## config.mk

```make
export PLATFORM = sky130hd
export DESIGN_NAME = afe_aux_control
export DESIGN_NICKNAME = d
export VERILOG_FILES = /design/src/rtl/afe_aux_control.v
export VERILOG_INCLUDE_DIRS = /design/src /design/src/inc
export SDC_FILE = /design/constraint.sdc
export NUM_CORES = 1
export LEC_CHECK = 0
export ABC_AREA = 1
export ABC_CLOCK_PERIOD_IN_PS = 7100
export BUFFER_PORTS_ARGS = -buffer_cell sky130_fd_sc_hd__buf_2
export CAP_MARGIN = 0
export CORE_ASPECT_RATIO = 1.25
export CORE_MARGIN = 2
export CORE_UTILIZATION = 60
export CTS_BUF_LIST = sky130_fd_sc_hd__clkbuf_16
export DETAILED_ROUTE_END_ITERATION = 10
export PLACE_DENSITY = 0.86
export SETUP_SLACK_MARGIN = 0.5
export SLEW_MARGIN = 20
export SYNTH_ARGS = -nofsm -noshare
export SYNTH_HDL_FRONTEND = slang
export SYNTH_SLANG_ARGS = --single-unit
```

## constraint.sdc

```tcl
create_clock -name clk_i -period 7.1 [get_ports clk_i]
set_clock_uncertainty 0.15 [all_clocks]
set_input_delay 0.355 -clock clk_i [delete_from_list [all_inputs] [get_ports clk_i]]
set_output_delay 0.355 -clock clk_i [all_outputs]
set_load 0.005 [all_outputs]
```

## src/inc/afe_aux_control_map.vh

```
/*
  Register offsets, field positions, reset values and timing counts of the
  auxiliary front-end control block.
  Assumes a 32-bit classic Wishbone slave decoding byte addresses.
*/
`ifndef AFE_AUX_CONTROL_MAP_VH
`define AFE_AUX_CONTROL_MAP_VH

// ***************************************************************
// register byte offsets
// ***************************************************************
`define OFS_MODE_CONFIG_REG0   8'h00
`define OFS_CURRENT_ROUTE      8'h04
`define OFS_IO_CONNECT_REG     8'h08
`define OFS_IO_DIRECTION_REG   8'h0C
`define OFS_IO_DATA_REG        8'h10
`define OFS_TEST_DAC_POSITIVE  8'h14
`define OFS_TEST_DAC_NEGATIVE  8'h18
`define OFS_STATUS             8'h1C
`define OFS_RESULT             8'h20

// ***************************************************************
// field positions
// ***************************************************************
`define MODE_ROTATE_BIT        0
`define MODE_RESTART_BIT       1
`define MODE_REF_ON_BIT        2
`define MODE_DELAY_LSB         4
`define MODE_DELAY_MSB         7
`define ROUTE_A_LSB            0
`define ROUTE_A_MSB            3
`define ROUTE_B_LSB            8
`define ROUTE_B_MSB            11
`define TEST_VOLTAGE_DAC_CODE_MSB          4
`define TEST_VOLTAGE_DAC_PIN_EN_BIT        7

// ***************************************************************
// reset values and code constants
// ***************************************************************
`define RST_MODE_CONFIG_REG0   8'h00
`define RST_ROUTE_PIN          4'hF
`define RST_IO_BYTE            8'h00
`define RST_IO_DIRECTION       8'hFF
`define RST_TEST_VOLTAGE_DAC_CODE          5'h00
`define ANALOG_PIN_COUNT       11
`define TEST_VOLTAGE_DAC_NEG_NIBBLE        1'b1
`define TEST_VOLTAGE_DAC_MAX_STEP          4'h9

// ***************************************************************
// timing counts (cycles of the 25 MHz clock)
// ***************************************************************
`define BUILTIN_SETTLE_NS      2000
`define CLK_PERIOD_NS          40
`define BUILTIN_SETTLE_CYC     ((`BUILTIN_SETTLE_NS + `CLK_PERIOD_NS - 1) / `CLK_PERIOD_NS)
`define EXTRA_DELAY_UNIT_NS    1000
`define EXTRA_DELAY_UNIT_CYC   ((`EXTRA_DELAY_UNIT_NS + `CLK_PERIOD_NS - 1) / `CLK_PERIOD_NS)

`endif

```

## src/rtl/afe_aux_control.v

```verilog
/*
  Auxiliary front-end control: excitation current routing, automatic
  current-source rotation with averaging, eight multiplexed digital I/O
  pins and the test-voltage DAC decode and routing.
  Assumes one 25 MHz clock, synchronous active-high reset, a classic
  Wishbone master, and a converter core that pulses conv_valid_i with a
  signed result and obeys conv_hold_o while the front end settles.
*/
// The Wishbone register port and the placing of the registers were chosen for this implementation.
`timescale 1ns/1ps
`default_nettype none
`include "afe_aux_control_map.vh"

// Functional notes
// - each current source routes to one of eleven pins
// - rotation swaps sources after every conversion
// - first rotated-sequence result withheld
// - publish half of current plus previous
// - settle builtin plus four-bit extra after swap
// - eight upper pins usable as digital I/O
// - connect bit one attaches digital function
// - direction zero output, one input
// - data drives outputs, reads inputs, outputs zero
// - separate positive/negative DACs feed matching muxes
// - enable bits route DACs to pins seven/eight
// - decode codes as binary steps around mid-supply
module afe_aux_control #(
  parameter integer DATA_W     = 32,                     // converter result width
  parameter integer SETTLE_CYC = `BUILTIN_SETTLE_CYC,    // built-in settling count
  parameter integer UNIT_CYC   = `EXTRA_DELAY_UNIT_CYC   // cycles per extra delay step
) (
  input  wire              clk_i,              // 25 MHz clock
  input  wire              rst_i,              // synchronous reset, active high
  input  wire [7:0]        adr_i,              // wishbone byte address
  input  wire [31:0]       dat_i,              // wishbone write data
  output reg  [31:0]       dat_o,              // wishbone read data
  input  wire              we_i,               // wishbone write enable
  input  wire [3:0]        sel_i,              // wishbone byte selects
  input  wire              cyc_i,              // wishbone cycle
  input  wire              stb_i,              // wishbone strobe
  output reg               ack_o,              // wishbone acknowledge
  input  wire              conv_valid_i,       // one-cycle pulse: conversion done
  input  wire [DATA_W-1:0] conv_data_i,        // signed conversion value
  input  wire              conv_restart_i,     // pulse: conversions restarted
  output wire              conv_hold_o,        // hold converter while settling
  output reg               result_valid_o,     // one-cycle pulse: result published
  output reg  [DATA_W-1:0] result_data_o,      // published signed result
  output reg  [10:0]       current_a_pin_o,    // one-hot pin of excitation_current_a
  output reg  [10:0]       current_b_pin_o,    // one-hot pin of excitation_current_b
  output wire              reference_on_o,     // internal reference enable
  output wire [7:0]        io_digital_o,       // pin attached to digital function
  output wire [7:0]        io_pin_out_o,       // digital pin drive value
  output wire [7:0]        io_pin_oe_o,        // digital pin output enable
  input  wire [7:0]        io_pin_in_i,        // digital pin level
  output reg  [9:0]        test_pos_level_o,   // positive dac offset, 1/640 supply
  output reg  [9:0]        test_neg_level_o,   // negative dac offset, 1/640 supply
  output wire              test_pos_pin_enable_o, // positive dac to analog_input_seven
  output wire              test_neg_pin_enable_o  // negative dac to analog_input_eight
);

  // ***************************************************************
  // helper functions
  // ***************************************************************

  // pin number to one-hot select; numbers past the last pin leave it open
  function [10:0] pin_onehot;
    input [3:0] pin;
    begin
      if (pin < `ANALOG_PIN_COUNT) begin
        pin_onehot = 11'h001 << pin;
      end else begin
        pin_onehot = 11'h000;
      end
    end
  endfunction

  // dac code to signed offset from mid-supply in 1/640 supply units;
  // step k is 2^(k-1) units, upper nibble one mirrors below mid-supply
  function [9:0] test_voltage_dac_level;
    input [4:0] code;
    reg   [9:0] mag;
    begin
      mag = 10'h000;
      if (code[3:0] != 4'h0 && code[3:0] <= `TEST_VOLTAGE_DAC_MAX_STEP) begin
        mag = 10'h001 << (code[3:0] - 4'h1);
      end
      if (code[4] == `TEST_VOLTAGE_DAC_NEG_NIBBLE) begin
        test_voltage_dac_level = ~mag + 10'h001;
      end else begin
        test_voltage_dac_level = mag;
      end
    end
  endfunction

  // byte-lane merge for wishbone writes
  function [7:0] lane;
    input [7:0] old_v;
    input [7:0] new_v;
    input       en;
    begin
      lane = en ? new_v : old_v;
    end
  endfunction

  // ***************************************************************
  // register file
  // ***************************************************************
  reg        rotate_r;        // automatic rotation enabled
  reg        ref_on_r;        // internal reference on
  reg [3:0]  delay_r;         // extra settling code
  reg [3:0]  route_a_r;       // pin number of source a
  reg [3:0]  route_b_r;       // pin number of source b
  reg [7:0]  io_connect_r;    // io_connect_reg
  reg [7:0]  io_direction_r;  // io_direction_reg
  reg [7:0]  io_data_r;       // io_data_reg, drive values
  reg [4:0]  test_voltage_dac_p_code_r;   // test_dac_positive code
  reg [4:0]  test_voltage_dac_n_code_r;   // test_dac_negative code
  reg        test_voltage_dac_p_en_r;     // test_pos_pin_enable
  reg        test_voltage_dac_n_en_r;     // test_neg_pin_enable
  reg        sw_restart_r;    // one-cycle restart from software

  wire       bus_req  = cyc_i & stb_i & ~ack_o;  // new request, ack not yet given
  wire       bus_wr   = bus_req & we_i;          // write takes effect with ack
  wire       rot_chg  = bus_wr & sel_i[0] & (adr_i == `OFS_MODE_CONFIG_REG0) &
                        (dat_i[`MODE_ROTATE_BIT] != rotate_r);

  // writes land in the cycle ack rises; unmapped writes are dropped
  always @(posedge clk_i) begin
    if (rst_i) begin
      rotate_r       <= 1'b0;
      ref_on_r       <= 1'b0;
      delay_r        <= 4'h0;
      route_a_r      <= `RST_ROUTE_PIN;
      route_b_r      <= `RST_ROUTE_PIN;
      io_connect_r   <= `RST_IO_BYTE;
      io_direction_r <= `RST_IO_DIRECTION;
      io_data_r      <= `RST_IO_BYTE;
      test_voltage_dac_p_code_r  <= `RST_TEST_VOLTAGE_DAC_CODE;
      test_voltage_dac_n_code_r  <= `RST_TEST_VOLTAGE_DAC_CODE;
      test_voltage_dac_p_en_r    <= 1'b0;
      test_voltage_dac_n_en_r    <= 1'b0;
      sw_restart_r   <= 1'b0;
    end else begin
      sw_restart_r <= 1'b0;
      if (bus_wr) begin
        case (adr_i)
          `OFS_MODE_CONFIG_REG0: begin
            if (sel_i[0]) begin
              rotate_r     <= dat_i[`MODE_ROTATE_BIT];
              sw_restart_r <= dat_i[`MODE_RESTART_BIT];  // self-clearing
              ref_on_r     <= dat_i[`MODE_REF_ON_BIT];
              delay_r      <= dat_i[`MODE_DELAY_MSB:`MODE_DELAY_LSB];
            end
          end
          `OFS_CURRENT_ROUTE: begin
            if (sel_i[0]) begin
              route_a_r <= dat_i[`ROUTE_A_MSB:`ROUTE_A_LSB];
            end
            if (sel_i[1]) begin
              route_b_r <= dat_i[`ROUTE_B_MSB:`ROUTE_B_LSB];
            end
          end
          `OFS_IO_CONNECT_REG: begin
            io_connect_r <= lane(io_connect_r, dat_i[7:0], sel_i[0]);
          end
          `OFS_IO_DIRECTION_REG: begin
            io_direction_r <= lane(io_direction_r, dat_i[7:0], sel_i[0]);
          end
          `OFS_IO_DATA_REG: begin
            io_data_r <= lane(io_data_r, dat_i[7:0], sel_i[0]);
          end
          `OFS_TEST_DAC_POSITIVE: begin
            if (sel_i[0]) begin
              test_voltage_dac_p_code_r <= dat_i[`TEST_VOLTAGE_DAC_CODE_MSB:0];
              test_voltage_dac_p_en_r   <= dat_i[`TEST_VOLTAGE_DAC_PIN_EN_BIT];
            end
          end
          `OFS_TEST_DAC_NEGATIVE: begin
            if (sel_i[0]) begin
              test_voltage_dac_n_code_r <= dat_i[`TEST_VOLTAGE_DAC_CODE_MSB:0];
              test_voltage_dac_n_en_r   <= dat_i[`TEST_VOLTAGE_DAC_PIN_EN_BIT];
            end
          end
          default: begin
            sw_restart_r <= 1'b0;  // unmapped or read-only: ignored
          end
        endcase
      end
    end
  end

  // ***************************************************************
  // rotation sequencer
  // ***************************************************************
  reg              have_prev_r;  // a conversion of this sequence is held
  reg              swapped_r;    // sources currently exchanged
  reg [DATA_W-1:0] prev_r;       // previous conversion value
  reg [15:0]       settle_r;     // settling cycles remaining
  reg              fresh_r;      // unread result in RESULT register

  wire             restart  = conv_restart_i | sw_restart_r | rot_chg;
  wire [DATA_W:0]  pair_sum = {conv_data_i[DATA_W-1], conv_data_i} +
                              {prev_r[DATA_W-1], prev_r};
  wire [15:0]      settle_total = SETTLE_CYC[15:0] + delay_r * UNIT_CYC[11:0];

  // converter is held off while the swapped connections settle
  assign conv_hold_o = (settle_r != 16'h0000);

  // one conversion consumed per pulse; a pulse during settling is discarded
  always @(posedge clk_i) begin
    if (rst_i) begin
      have_prev_r    <= 1'b0;
      swapped_r      <= 1'b0;
      prev_r         <= {DATA_W{1'b0}};
      settle_r       <= 16'h0000;
      result_valid_o <= 1'b0;
      result_data_o  <= {DATA_W{1'b0}};
    end else begin
      result_valid_o <= 1'b0;
      if (settle_r != 16'h0000) begin
        settle_r <= settle_r - 16'h0001;
      end
      if (restart) begin
        // sequence begins again from the normal assignment
        have_prev_r <= 1'b0;
        swapped_r   <= 1'b0;
        settle_r    <= 16'h0000;
      end else if (conv_valid_i && settle_r == 16'h0000) begin
        if (!rotate_r) begin
          result_valid_o <= 1'b1;
          result_data_o  <= conv_data_i;
        end else begin
          prev_r      <= conv_data_i;
          have_prev_r <= 1'b1;
          swapped_r   <= ~swapped_r;
          settle_r    <= settle_total;
          if (have_prev_r) begin
            result_valid_o <= 1'b1;
            result_data_o  <= pair_sum[DATA_W:1];
          end
          // first conversion of a sequence publishes nothing
        end
      end
    end
  end

  // ***************************************************************
  // current source routing
  // ***************************************************************

  // exchange pin assignments while swapped; both reach any of 11 pins
  always @(posedge clk_i) begin
    if (rst_i) begin
      current_a_pin_o <= 11'h000;
      current_b_pin_o <= 11'h000;
    end else if (swapped_r) begin
      current_a_pin_o <= pin_onehot(route_b_r);
      current_b_pin_o <= pin_onehot(route_a_r);
    end else begin
      current_a_pin_o <= pin_onehot(route_a_r);
      current_b_pin_o <= pin_onehot(route_b_r);
    end
  end

  // the sources need the reference; software sets it first
  assign reference_on_o = ref_on_r;

  // ***************************************************************
  // digital I/O pins (analog_input_four .. common_analog_input)
  // ***************************************************************
  assign io_digital_o = io_connect_r;
  assign io_pin_oe_o  = io_connect_r & ~io_direction_r;
  assign io_pin_out_o = io_data_r & io_pin_oe_o;

  // ***************************************************************
  // test DAC
  // ***************************************************************

  // both levels feed the matching input muxes of both converters
  always @(posedge clk_i) begin
    if (rst_i) begin
      test_pos_level_o <= 10'h000;
      test_neg_level_o <= 10'h000;
    end else begin
      test_pos_level_o <= test_voltage_dac_level(test_voltage_dac_p_code_r);
      test_neg_level_o <= test_voltage_dac_level(test_voltage_dac_n_code_r);
    end
  end

  assign test_pos_pin_enable_o = test_voltage_dac_p_en_r;
  assign test_neg_pin_enable_o = test_voltage_dac_n_en_r;

  // ***************************************************************
  // wishbone read path and acknowledge
  // ***************************************************************

  // tracks whether the latest published result was read yet
  always @(posedge clk_i) begin
    if (rst_i) begin
      fresh_r <= 1'b0;
    end else if (result_valid_o) begin
      fresh_r <= 1'b1;  // new result beats a same-cycle read
    end else if (bus_req && !we_i && adr_i == `OFS_RESULT) begin
      fresh_r <= 1'b0;
    end
  end

  // single wait-free answer: ack and data one cycle after the request
  always @(posedge clk_i) begin
    if (rst_i) begin
      ack_o <= 1'b0;
      dat_o <= 32'h00000000;
    end else begin
      ack_o <= bus_req;
      dat_o <= 32'h00000000;
      if (bus_req && !we_i) begin
        case (adr_i)
          `OFS_MODE_CONFIG_REG0:
            dat_o <= {24'h000000, delay_r, 1'b0, ref_on_r, 1'b0, rotate_r};
          `OFS_CURRENT_ROUTE:
            dat_o <= {20'h00000, route_b_r, 4'h0, route_a_r};
          `OFS_IO_CONNECT_REG:
            dat_o <= {24'h000000, io_connect_r};
          `OFS_IO_DIRECTION_REG:
            dat_o <= {24'h000000, io_direction_r};
          `OFS_IO_DATA_REG:
            // input levels; output-configured bits read zero
            dat_o <= {24'h000000, io_pin_in_i & io_direction_r};
          `OFS_TEST_DAC_POSITIVE:
            dat_o <= {24'h000000, test_voltage_dac_p_en_r, 2'b00, test_voltage_dac_p_code_r};
          `OFS_TEST_DAC_NEGATIVE:
            dat_o <= {24'h000000, test_voltage_dac_n_en_r, 2'b00, test_voltage_dac_n_code_r};
          `OFS_STATUS:
            dat_o <= {28'h0000000, fresh_r, conv_hold_o, swapped_r, have_prev_r};
          `OFS_RESULT:
            dat_o <= result_data_o[31:0];
          default:
            dat_o <= 32'h00000000;  // unmapped reads return zero
        endcase
      end
    end
  end

endmodule
`default_nettype wire

```

# Word level (Yosys, flattened, before mapping)
# Index checks and enable logic that the tools add are counted.
op_classes:
  addsub: 7
  multipliers: 1
  n_lt_le_gt_ge: 4
  eq_ne: 10
  shifts: 4
  muxes: 20
  n_bitwise: 22
  reduce_logical: 27
ops:
  columns: ["cell", "n"]
  rows:
  - ["$pmux W32 S9", 1]
  - ["$mux W32", 2]
  - ["$mux W10", 6]
  - ["$mux W16", 3]
  - ["$mux W11", 4]
  - ["$add A32 B32 Y33", 1]
  - ["$eq A8 B5 Y1 const B", 4]
  - ["$reduce_and A3 Y1", 10]
  - ["$and A8 B8 Y8", 3]
  - ["$shl A1 B4 Y11 const A", 2]
  - ["$add A10 B1 Y10 const B", 2]
  - ["$not A10 Y10", 2]
  - ["$shl A1 B4 Y10 const A", 2]
  - ["$eq A8 B4 Y1 const B", 2]
  - ["$logic_not A16 Y1", 1]
  - ["$reduce_bool A16 Y1", 1]
  - ["$sub A16 B1 Y16 const B", 1]
  - ["$add A6 B9 Y10 const A", 1]
  - ["$mul A4 B5 Y9 const B", 1]
  - ["$eq A8 B3 Y1 const B", 1]
  - ["$eq A8 B6 Y1 const B", 1]
  - ["$le A4 B4 Y1 const B", 2]
  - ["$logic_not A8 Y1", 1]
  - ["$lt A4 B4 Y1 const B", 2]
  - ["16 further kinds", 39]
totals:
  register_bits: 210

# Longest topological paths before layout
# Gate-level depths: netlist of run 1.
depth:
  depth_word: 9
  ltp_mapped: 15

# Worst setup path after synthesis of run 1
# OpenSTA, ideal clock, no wires.
synth_path:
  path_type: "register to register"
  from: "register delay_r[3]"
  to: "register settle_r[9]"
  setup_time_ns: 0.132
  t_arrival_ns: 2.016
  required_ns: 6.818
  path_slack_ns: 4.802
  path_stages_with_launch: 14
  path_buffers: 0
  period_less_slack_ns: 2.298
  path_cell_list: "dfxtp_1 > ha_1 > inv_1 > fa_1 > inv_1 > ha_1 > nand2_1 > nand2_1 > a21boi_0 > nor2_1 > o21ai_0 > nand3_1 > nand2_1 > a21oi_1"
synth_between:
  elab_chain_cells: 4
synth_lines:
  columns: ["element", "line_no", "text"]
  rows:
  - ["start: declaration", "afe_aux_control.v:110", "reg [3:0] delay_r;"]
  - ["start signal: assignment", "afe_aux_control.v:152", "delay_r <= dat_i[`MODE_DELAY_MSB:`MODE_DELAY_LSB];"]
  - ["$mul A4 B5 Y9", "afe_aux_control.v:204", "wire [15:0] settle_total = SETTLE_CYC[15:0] + delay_r * UNIT_CYC[11:0];"]
  - ["$add A6 B9 Y10", "afe_aux_control.v:204", null]
  - ["$mux W16", "afe_aux_control.v:229", "if (!rotate_r) begin"]
  - ["$mux W16", "afe_aux_control.v:228", "end else if (conv_valid_i && settle_r == 16'h0000) begin"]
  - ["end signal: assignment", "afe_aux_control.v:221", "settle_r <= settle_r - 16'h0001;"]
  - ["end signal: assignment", "afe_aux_control.v:236", "settle_r <= settle_total;"]
  - ["end: declaration", "afe_aux_control.v:198", "reg [15:0] settle_r;"]
# Every way passes these cells.
# A chain may end at the register's enable or synchronous reset.

# Worst setup path in the final report of run 1
layout_path:
  from: "register settle_r[0]"
  to: "register prev_r[27]"
layout_between:
  elab_chain_cells: 3
layout_lines:
  columns: ["element", "line_no", "text"]
  rows:
  - ["$logic_not A16 Y1", "afe_aux_control.v:228", null]
  - ["$logic_and A1 B1 Y1", "afe_aux_control.v:228", null]
  - ["$reduce_and A3 Y1 (no source line)", null, null]
  - ["end signal: assignment", "afe_aux_control.v:214", "prev_r <= {DATA_W{1'b0}};"]
  - ["end signal: assignment", "afe_aux_control.v:233", "prev_r <= conv_data_i;"]
  - ["end: declaration", "afe_aux_control.v:197", "reg [DATA_W-1:0] prev_r;"]
# Every way passes these cells.

==> flow_summary.yaml, run 1 <==
setup_path:
  required_ns: 7.34
  cp_slowest_stage_delay_ns: 0.75
  cp_slowest_cell: "nor2_4"
  path_max_fanout: 33
  start_kind: "register"
  r2r_slack_ns: 3.69
  crit_arrival_ns: 3.65
  worst_r2r_startpoint: "settle_r[0]"
  worst-setup-path-type: "register to register"
  crit_path_end_kind: "register"
  crit_top_cell: "nor2_1"
  crit_buf_inv: 2
  critical_path_depth: 10
  reg2regPathDepth: 10
  path_cells: "inv_1, ha_1, nand2_2, nor3_4, and2b_4, nand3_2, nor2_4, inv_2, nor2_1, nor2_1"
  cpLargestDelayFamily: "simple AND/OR/NAND/NOR gates"
  rr_endpoint: "prev_r[27]"
power:
  switching_share_pct: 32.4
  p_comb_share_pct: 24.4
  p_seq_share_pct: 41.8
  power_density_nw_per_um2: 232
  p_int_mw: 2.16
  p_switching_mw: 1.03
  leakage_nw: 7.21
  clkPwrFrac_pct: 33.8
  peakVddDrop_mv: 0.186
drt:
  routedWlPerCell_microns: 15.2
  ant_nets: 0
  drtIter0Drc: 976
  firstDrtPassIters: 6
  num_vias: 12200
  drc: 0
  vias_per_cell: 5.42
  wl_mm: 34.4
synth:
  yosysWarnings: 0
  yosysTopAreaCellShare_pct: 36.0
  async_flop_share_pct: 0
  synth.area.top_cells: "dfxtp_1 36%, nand2_1 14%, nor2_1 10%, inv_1 7.4%, ha_1 5.5%"
  syn_area_per_cell_sq_um: 6.51
  yosysSeqAreaShare_pct: 36.0
  synthCells: 1792
  synth_top_area_cell: "dfxtp_1"
  ys_types: 49
  ys_ff_latch: 210
  syn-num-nets: 1936
  syn_area_sq_um: 11700
  synth_edf_count: 0
  ys.flop_type: "dfxtp_1"
timing:
  drv_slew: 0
  hold_viol_final: 0
  setup_viol: 0
  slew_headroom_pct: 40.7
  post-route-period-util_pct: 48.0
  rsz0062_at_grt: "no"
  tightest_slew_ns: 0.889
  finalCriticalPeriod_ns: 3.41
  tns_ns: 0
  fmax_ghz: 0.293
final_layout:
  syn_to_final_growth_pct: 18.1
  fin_nets: 2147
  drive_above_1_share_pct: 13.3
  layout_common_cells: "441 x nand2_1, 316 x nor2_1, 230 x inv_1"
  final_common_cell: "nand2_1"
  final_cells: 2255
die:
  ioPinCount: 227
  die_height_microns: 160
  start_util_pct: 60.6
  dieArea_sq_um: 20600
  die_w_microns: 129
  num_rows: 57
  core_region_area_sq_um: 19300
clock_network:
  cts.path.max_buffers: 3
  cts_resized: 0
  path_clk_slew_ns: 0.07
  cts_tree: "yes"
  htreeDepth: 1
  cts_sinks: 210
  cts_root_buf: "clkbuf_16"
  cts_buffers: 21
  clk-insertion-delay-late_ns: 0.50
  cts_setup_buffers: 0
global_route:
  grt_max_degree: 128
  grt_overflow: 0
  grt_pass1_wl_mm: 54.7
  grt_usage_pct: 32.7
  grt_pass1_vias: 11300
  antenna_found_initial: 2
placed_design:
  globalplace.congestion: 0.916
  dp_hpwl_mm: 25.0
  placedCellCount: 2181
  io_buffers: 204
min_path:
  holdCritPathClass: "input port to register"
  whs_endpoint: "prev_r[1]"
  min_path_cells: 3
  hp-start: "conv_data_i[1]"
outcome:
  status: "finished, final reports clean"
run:
  drv_cap: 0
## layout make-up
class | count | area, sq um
Inverter | 238 | 893
Antenna cell | 2 | 5.00
Timing Repair Buffer | 243 | 1410
Clock inverter | 16 | 133
Tap cell | 236 | 295
Multi-Input combinational cell | 1289 | 6320
Sequential cell | 210 | 4200
Clock buffer | 21 | 526
Fill cell | 1670 | 5470
## stage by stage
stage	area (sq um)	setup WS (ns)	power [mW]	utilization [%]	hold WS, ns
final	13800	3.69	3.19	71.6	0.00705
after global routing	13800	3.38	3.36	71.6	0.0172
after CTS	13800	3.72	3.20	71.5	0.000683
after detailed placement	12800	3.65	2.11	66.3	0.302
after global placement	12800	3.74	2.09	66.3	0.304
after floorplan	11700	4.80	1.89	-	0.296
## worst max path at each step
stage                 from           to
2_1_floorplan   delay_r[3]  settle_r[9]
3_3_place_gp         rst_i    dat_o[18]
3_5_place_dp         rst_i    dat_o[20]
4_1_cts        settle_r[0]   prev_r[27]
5_1_grt        settle_r[0]   prev_r[20]
6_report       settle_r[0]   prev_r[27]
## layer usage
layer  vias up  GRT usage [%]  wire (microns)
li1       6125              -               -
met1      5523           38.5           13800
met2       499           59.5           17200
met3        86           4.02            2130
met4         0           12.9            1300
met5         -              0               0
## state kept, by name (all words and copies together), names as in the netlist, 4 cells and up
name	count
current_a_pin_o	11
settle_r	16
result_data_o	32
io_direction_r	8
delay_r	4
test_pos_level_o	10
test_neg_level_o	10
io_digital_o	8
route_b_r	4
prev_r	32
dat_o	32
current_b_pin_o	11
route_a_r	4
test_voltage_dac_n_code_r	5
io_data_r	8
test_voltage_dac_p_code_r	5
## tightest hold or removal path, stage by stage
cell	delay, ns
buf_2	0.13
nor2_1	0.05
nor2_1	0.08
## cell usage after synthesis, drive strengths merged, types with 5 or more instances
| cell | n |
|---|---|
| nand2 | 444 |
| nor2 | 324 |
| inv | 235 |
| dfxtp | 210 |
| a21oi | 121 |
| o21ai | 120 |
| nand3 | 68 |
| ha | 51 |
| clkbuf | 35 |
| nor3 | 30 |
| xor2 | 23 |
| buf | 20 |
| nor3b | 19 |
| nand4 | 16 |
| o211ai | 16 |
| a31oi | 8 |
| a211oi | 6 |
| and3 | 6 |
| xnor2 | 6 |
| o22ai | 5 |
## power groups by stage
stage                     clock (mW)  sequential [mW]  combinational (mW)
final                           1.08             1.34               0.778
after global routing            1.15             1.34               0.875
after CTS                       1.10             1.33               0.768
after detailed placement           0             1.36               0.748
after global placement             0             1.36               0.731
after floorplan                    0             1.33               0.559
## repair_timing
action / CTS / global route
setup endpoints to repair: 0 / 0
endpoints found under the hold margin: 35 / 0
hold buffers: 35 / 0
## cell families (layout without fill, tap and decap cells)
logic type	count (synthesis)	count (layout)	share of synthesized area, %
adders and majority gates	53	53	5.81
and+or+nand+nor	919	919	32.8
DFF	210	210	36.0
xor gates and xnor gates	29	29	2.24
other	0	2	0
buffers and inverters	293	518	9.81
AOI/OAI and AO/OA	288	288	13.3
(Power assumes the default switching activity.)
==> inputs of run 2 (changes only) <==
--- a/config.mk
+++ b/config.mk
@@ -7,15 +7,15 @@
 export NUM_CORES = 1
 export LEC_CHECK = 0
 export ABC_AREA = 1
-export ABC_CLOCK_PERIOD_IN_PS = 7100
+export ABC_CLOCK_PERIOD_IN_PS = 3060
 export BUFFER_PORTS_ARGS = -buffer_cell sky130_fd_sc_hd__buf_2
 export CAP_MARGIN = 0
 export CORE_ASPECT_RATIO = 1.25
 export CORE_MARGIN = 2
-export CORE_UTILIZATION = 60
+export CORE_UTILIZATION = 51
 export CTS_BUF_LIST = sky130_fd_sc_hd__clkbuf_16
 export DETAILED_ROUTE_END_ITERATION = 10
-export PLACE_DENSITY = 0.86
+export PLACE_DENSITY = 0.78
 export SETUP_SLACK_MARGIN = 0.5
 export SLEW_MARGIN = 20
 export SYNTH_ARGS = -nofsm -noshare
==> constraint.sdc (replaced) <==
create_clock -name clk_i -period 3.06 [get_ports clk_i]
set_clock_uncertainty 0.15 [all_clocks]
set_input_delay 0.153 -clock clk_i [delete_from_list [all_inputs] [get_ports clk_i]]
set_output_delay 0.153 -clock clk_i [all_outputs]
set_load 0.005 [all_outputs]
==> run 2 against run 1 <==
Against the previous run: die area grew 17%; critical path depth rose by 2; via count fell by 0.29%; critical endpoint is now result_data_o[19]; highest routed layer unchanged; wire length is 1.6% higher.
==> flow_summary.yaml, run 2 (same netlist as run 1, synthesis figures left out) <==
timing:
  tns_ns: 0
  setup_slack_ns: 0.674
  hold_viol_final: 0
  hold_ws_ns: 0.0246
  tightest_slew_ns: 0.894
  post-route-period-util_pct: 78.0
  drv_slew: 0
  slew_headroom_pct: 40.3
  setup_viol: 0
  rsz0062_at_grt: "no"
  fmax_ghz: 0.419
  finalCriticalPeriod_ns: 2.39
setup_path:
  r2r_slack_ns: 0.67
  required_ns: 3.28
  worst-setup-path-type: "register to register"
  start_kind: "register"
  reg2regPathDepth: 12
  rr_endpoint: "result_data_o[19]"
  worst_r2r_startpoint: "ack_o"
  path_max_fanout: 28
  crit_arrival_ns: 2.61
  crit_path_end_kind: "register"
outcome:
  status: "finished, final reports clean"
die:
  num_rows: 61
  die_w_microns: 139
  start_util_pct: 52.2
  die_height_microns: 173
  dieArea_sq_um: 24100
  ioPinCount: 227
  core_region_area_sq_um: 22400
placed_design:
  pre_cts_slack_ns: 0.608
  globalplace.congestion: 0.978
  placed_area_sq_um: 13000
  dp_hpwl_mm: 25.8
  placedCellCount: 2243
  io_buffers: 204
global_route:
  antenna_found_initial: 1
  grt_use_met1_pct: 32.3
  grt_usage_pct: 28.0
  groute.layer.met3.usage_pct: 3.21
  grt_pass1_wl_mm: 56.1
  grt-busiest-layer: "met2"
  grt_pass1_vias: 11600
  grt_max_degree: 127
  use_met2_pct: 52.5
  grt_overflow: 0
clock_network:
  path_clk_slew_ns: 0.07
  cts_sinks: 210
  htreeDepth: 1
  cts_buffers: 21
  cts.path.max_buffers: 3
  cts_root_buf: "clkbuf_16"
  clk-insertion-delay-late_ns: 0.50
  cts_tree: "yes"
min_path:
  holdCritPathClass: "input port to register"
  hp-start: "io_pin_in_i[2]"
  whs_endpoint: "dat_o[2]"
  min_path_cells: 7
drt:
  firstDrtPassIters: 5
  vias_per_cell: 5.20
  routedWlPerCell_microns: 14.9
  num_vias: 12200
  wl_mm: 34.9
  drc: 0
  ant_nets: 0
  drtIter0Drc: 694
final_layout:
  drive_above_1_share_pct: 13.9
  fin_nets: 2190
  final_cells: 2344
  layout_common_cells: "441 x nand2_1, 315 x nor2_1, 232 x inv_1"
  top_regs: "dat_o x32, prev_r x32, result_data_o x32"
  fill_cells: 2031
  final_common_cell: "nand2_1"
  syn_to_final_growth_pct: 22.5
  fin_util_pct: 63.9
  stdcell_area_sq_um: 14300
run:
  drv_cap: 0
power:
  finalPower_mw: 7.59
  power_density_nw_per_um2: 531
  peakVddDrop_mv: 0.552
  leakage_nw: 7.42
==> run 2: layer usage <==
metal | up-vias | wire, microns | share of wire [%]
met5 | - | 0 | 0
met4 | 0 | 1430 | 4.1
met3 | 84 | 1860 | 5.3
met2 | 376 | 17600 | 50
met1 | 5541 | 14000 | 40
li1 | 6197 | - | -
==> run 2: final cells by class <==
class	instances	area, sq um	share of cell area, %
multi-input combinational	1289	6320	44.3
sequential	210	4210	29.4
inverter	238	893	6.25
clock inverter	16	154	1.08
timing repair buffer	286	1830	12.8
clock buffer	21	526	3.68
antenna	1	2.50	0.0175
tap	283	354	2.48
==> run 2: worst max path at each step <==
stage / startpoint / endpoint / cells after the start
after floorplan: delay_r[3] / settle_r[9] / 13
after global placement: delay_r[2] / settle_r[9] / 12
after detailed placement: delay_r[2] / settle_r[8] / 12
after CTS: delay_r[2] / settle_r[8] / 12
after global routing: delay_r[2] / settle_r[9] / 12
final: ack_o / result_data_o[19] / 12
==> run 2: power breakdown <==
group	switching [mW]	internal, mW	total [mW]
clock network	1.09	1.51	2.60
logic	1.13	0.759	1.89
registers	0.193	2.91	3.11
==> run 2: critical path, stage by stage, from the launching register on <==
cell	delay, ns
dfxtp_1	0.31
nand3b_1	0.24
nor2_1	0.37
nand2_1	0.12
nor2_1	0.15
nand2_1	0.08
nand3_2	0.16
inv_2	0.07
nand2_4	0.17
buf_12	0.20
nor2_1	0.05
nand2_1	0.10
a21oi_1	0.07
==> run 2: timing repair <==
item | 4_1_cts | 5_1_grt
endpoints found under the hold margin | 127 | 0
hold buffers | 61 | 0
setup endpoints to repair | 0 | 13
buffers inserted | 0 | 2
gates resized for setup | 0 | 5
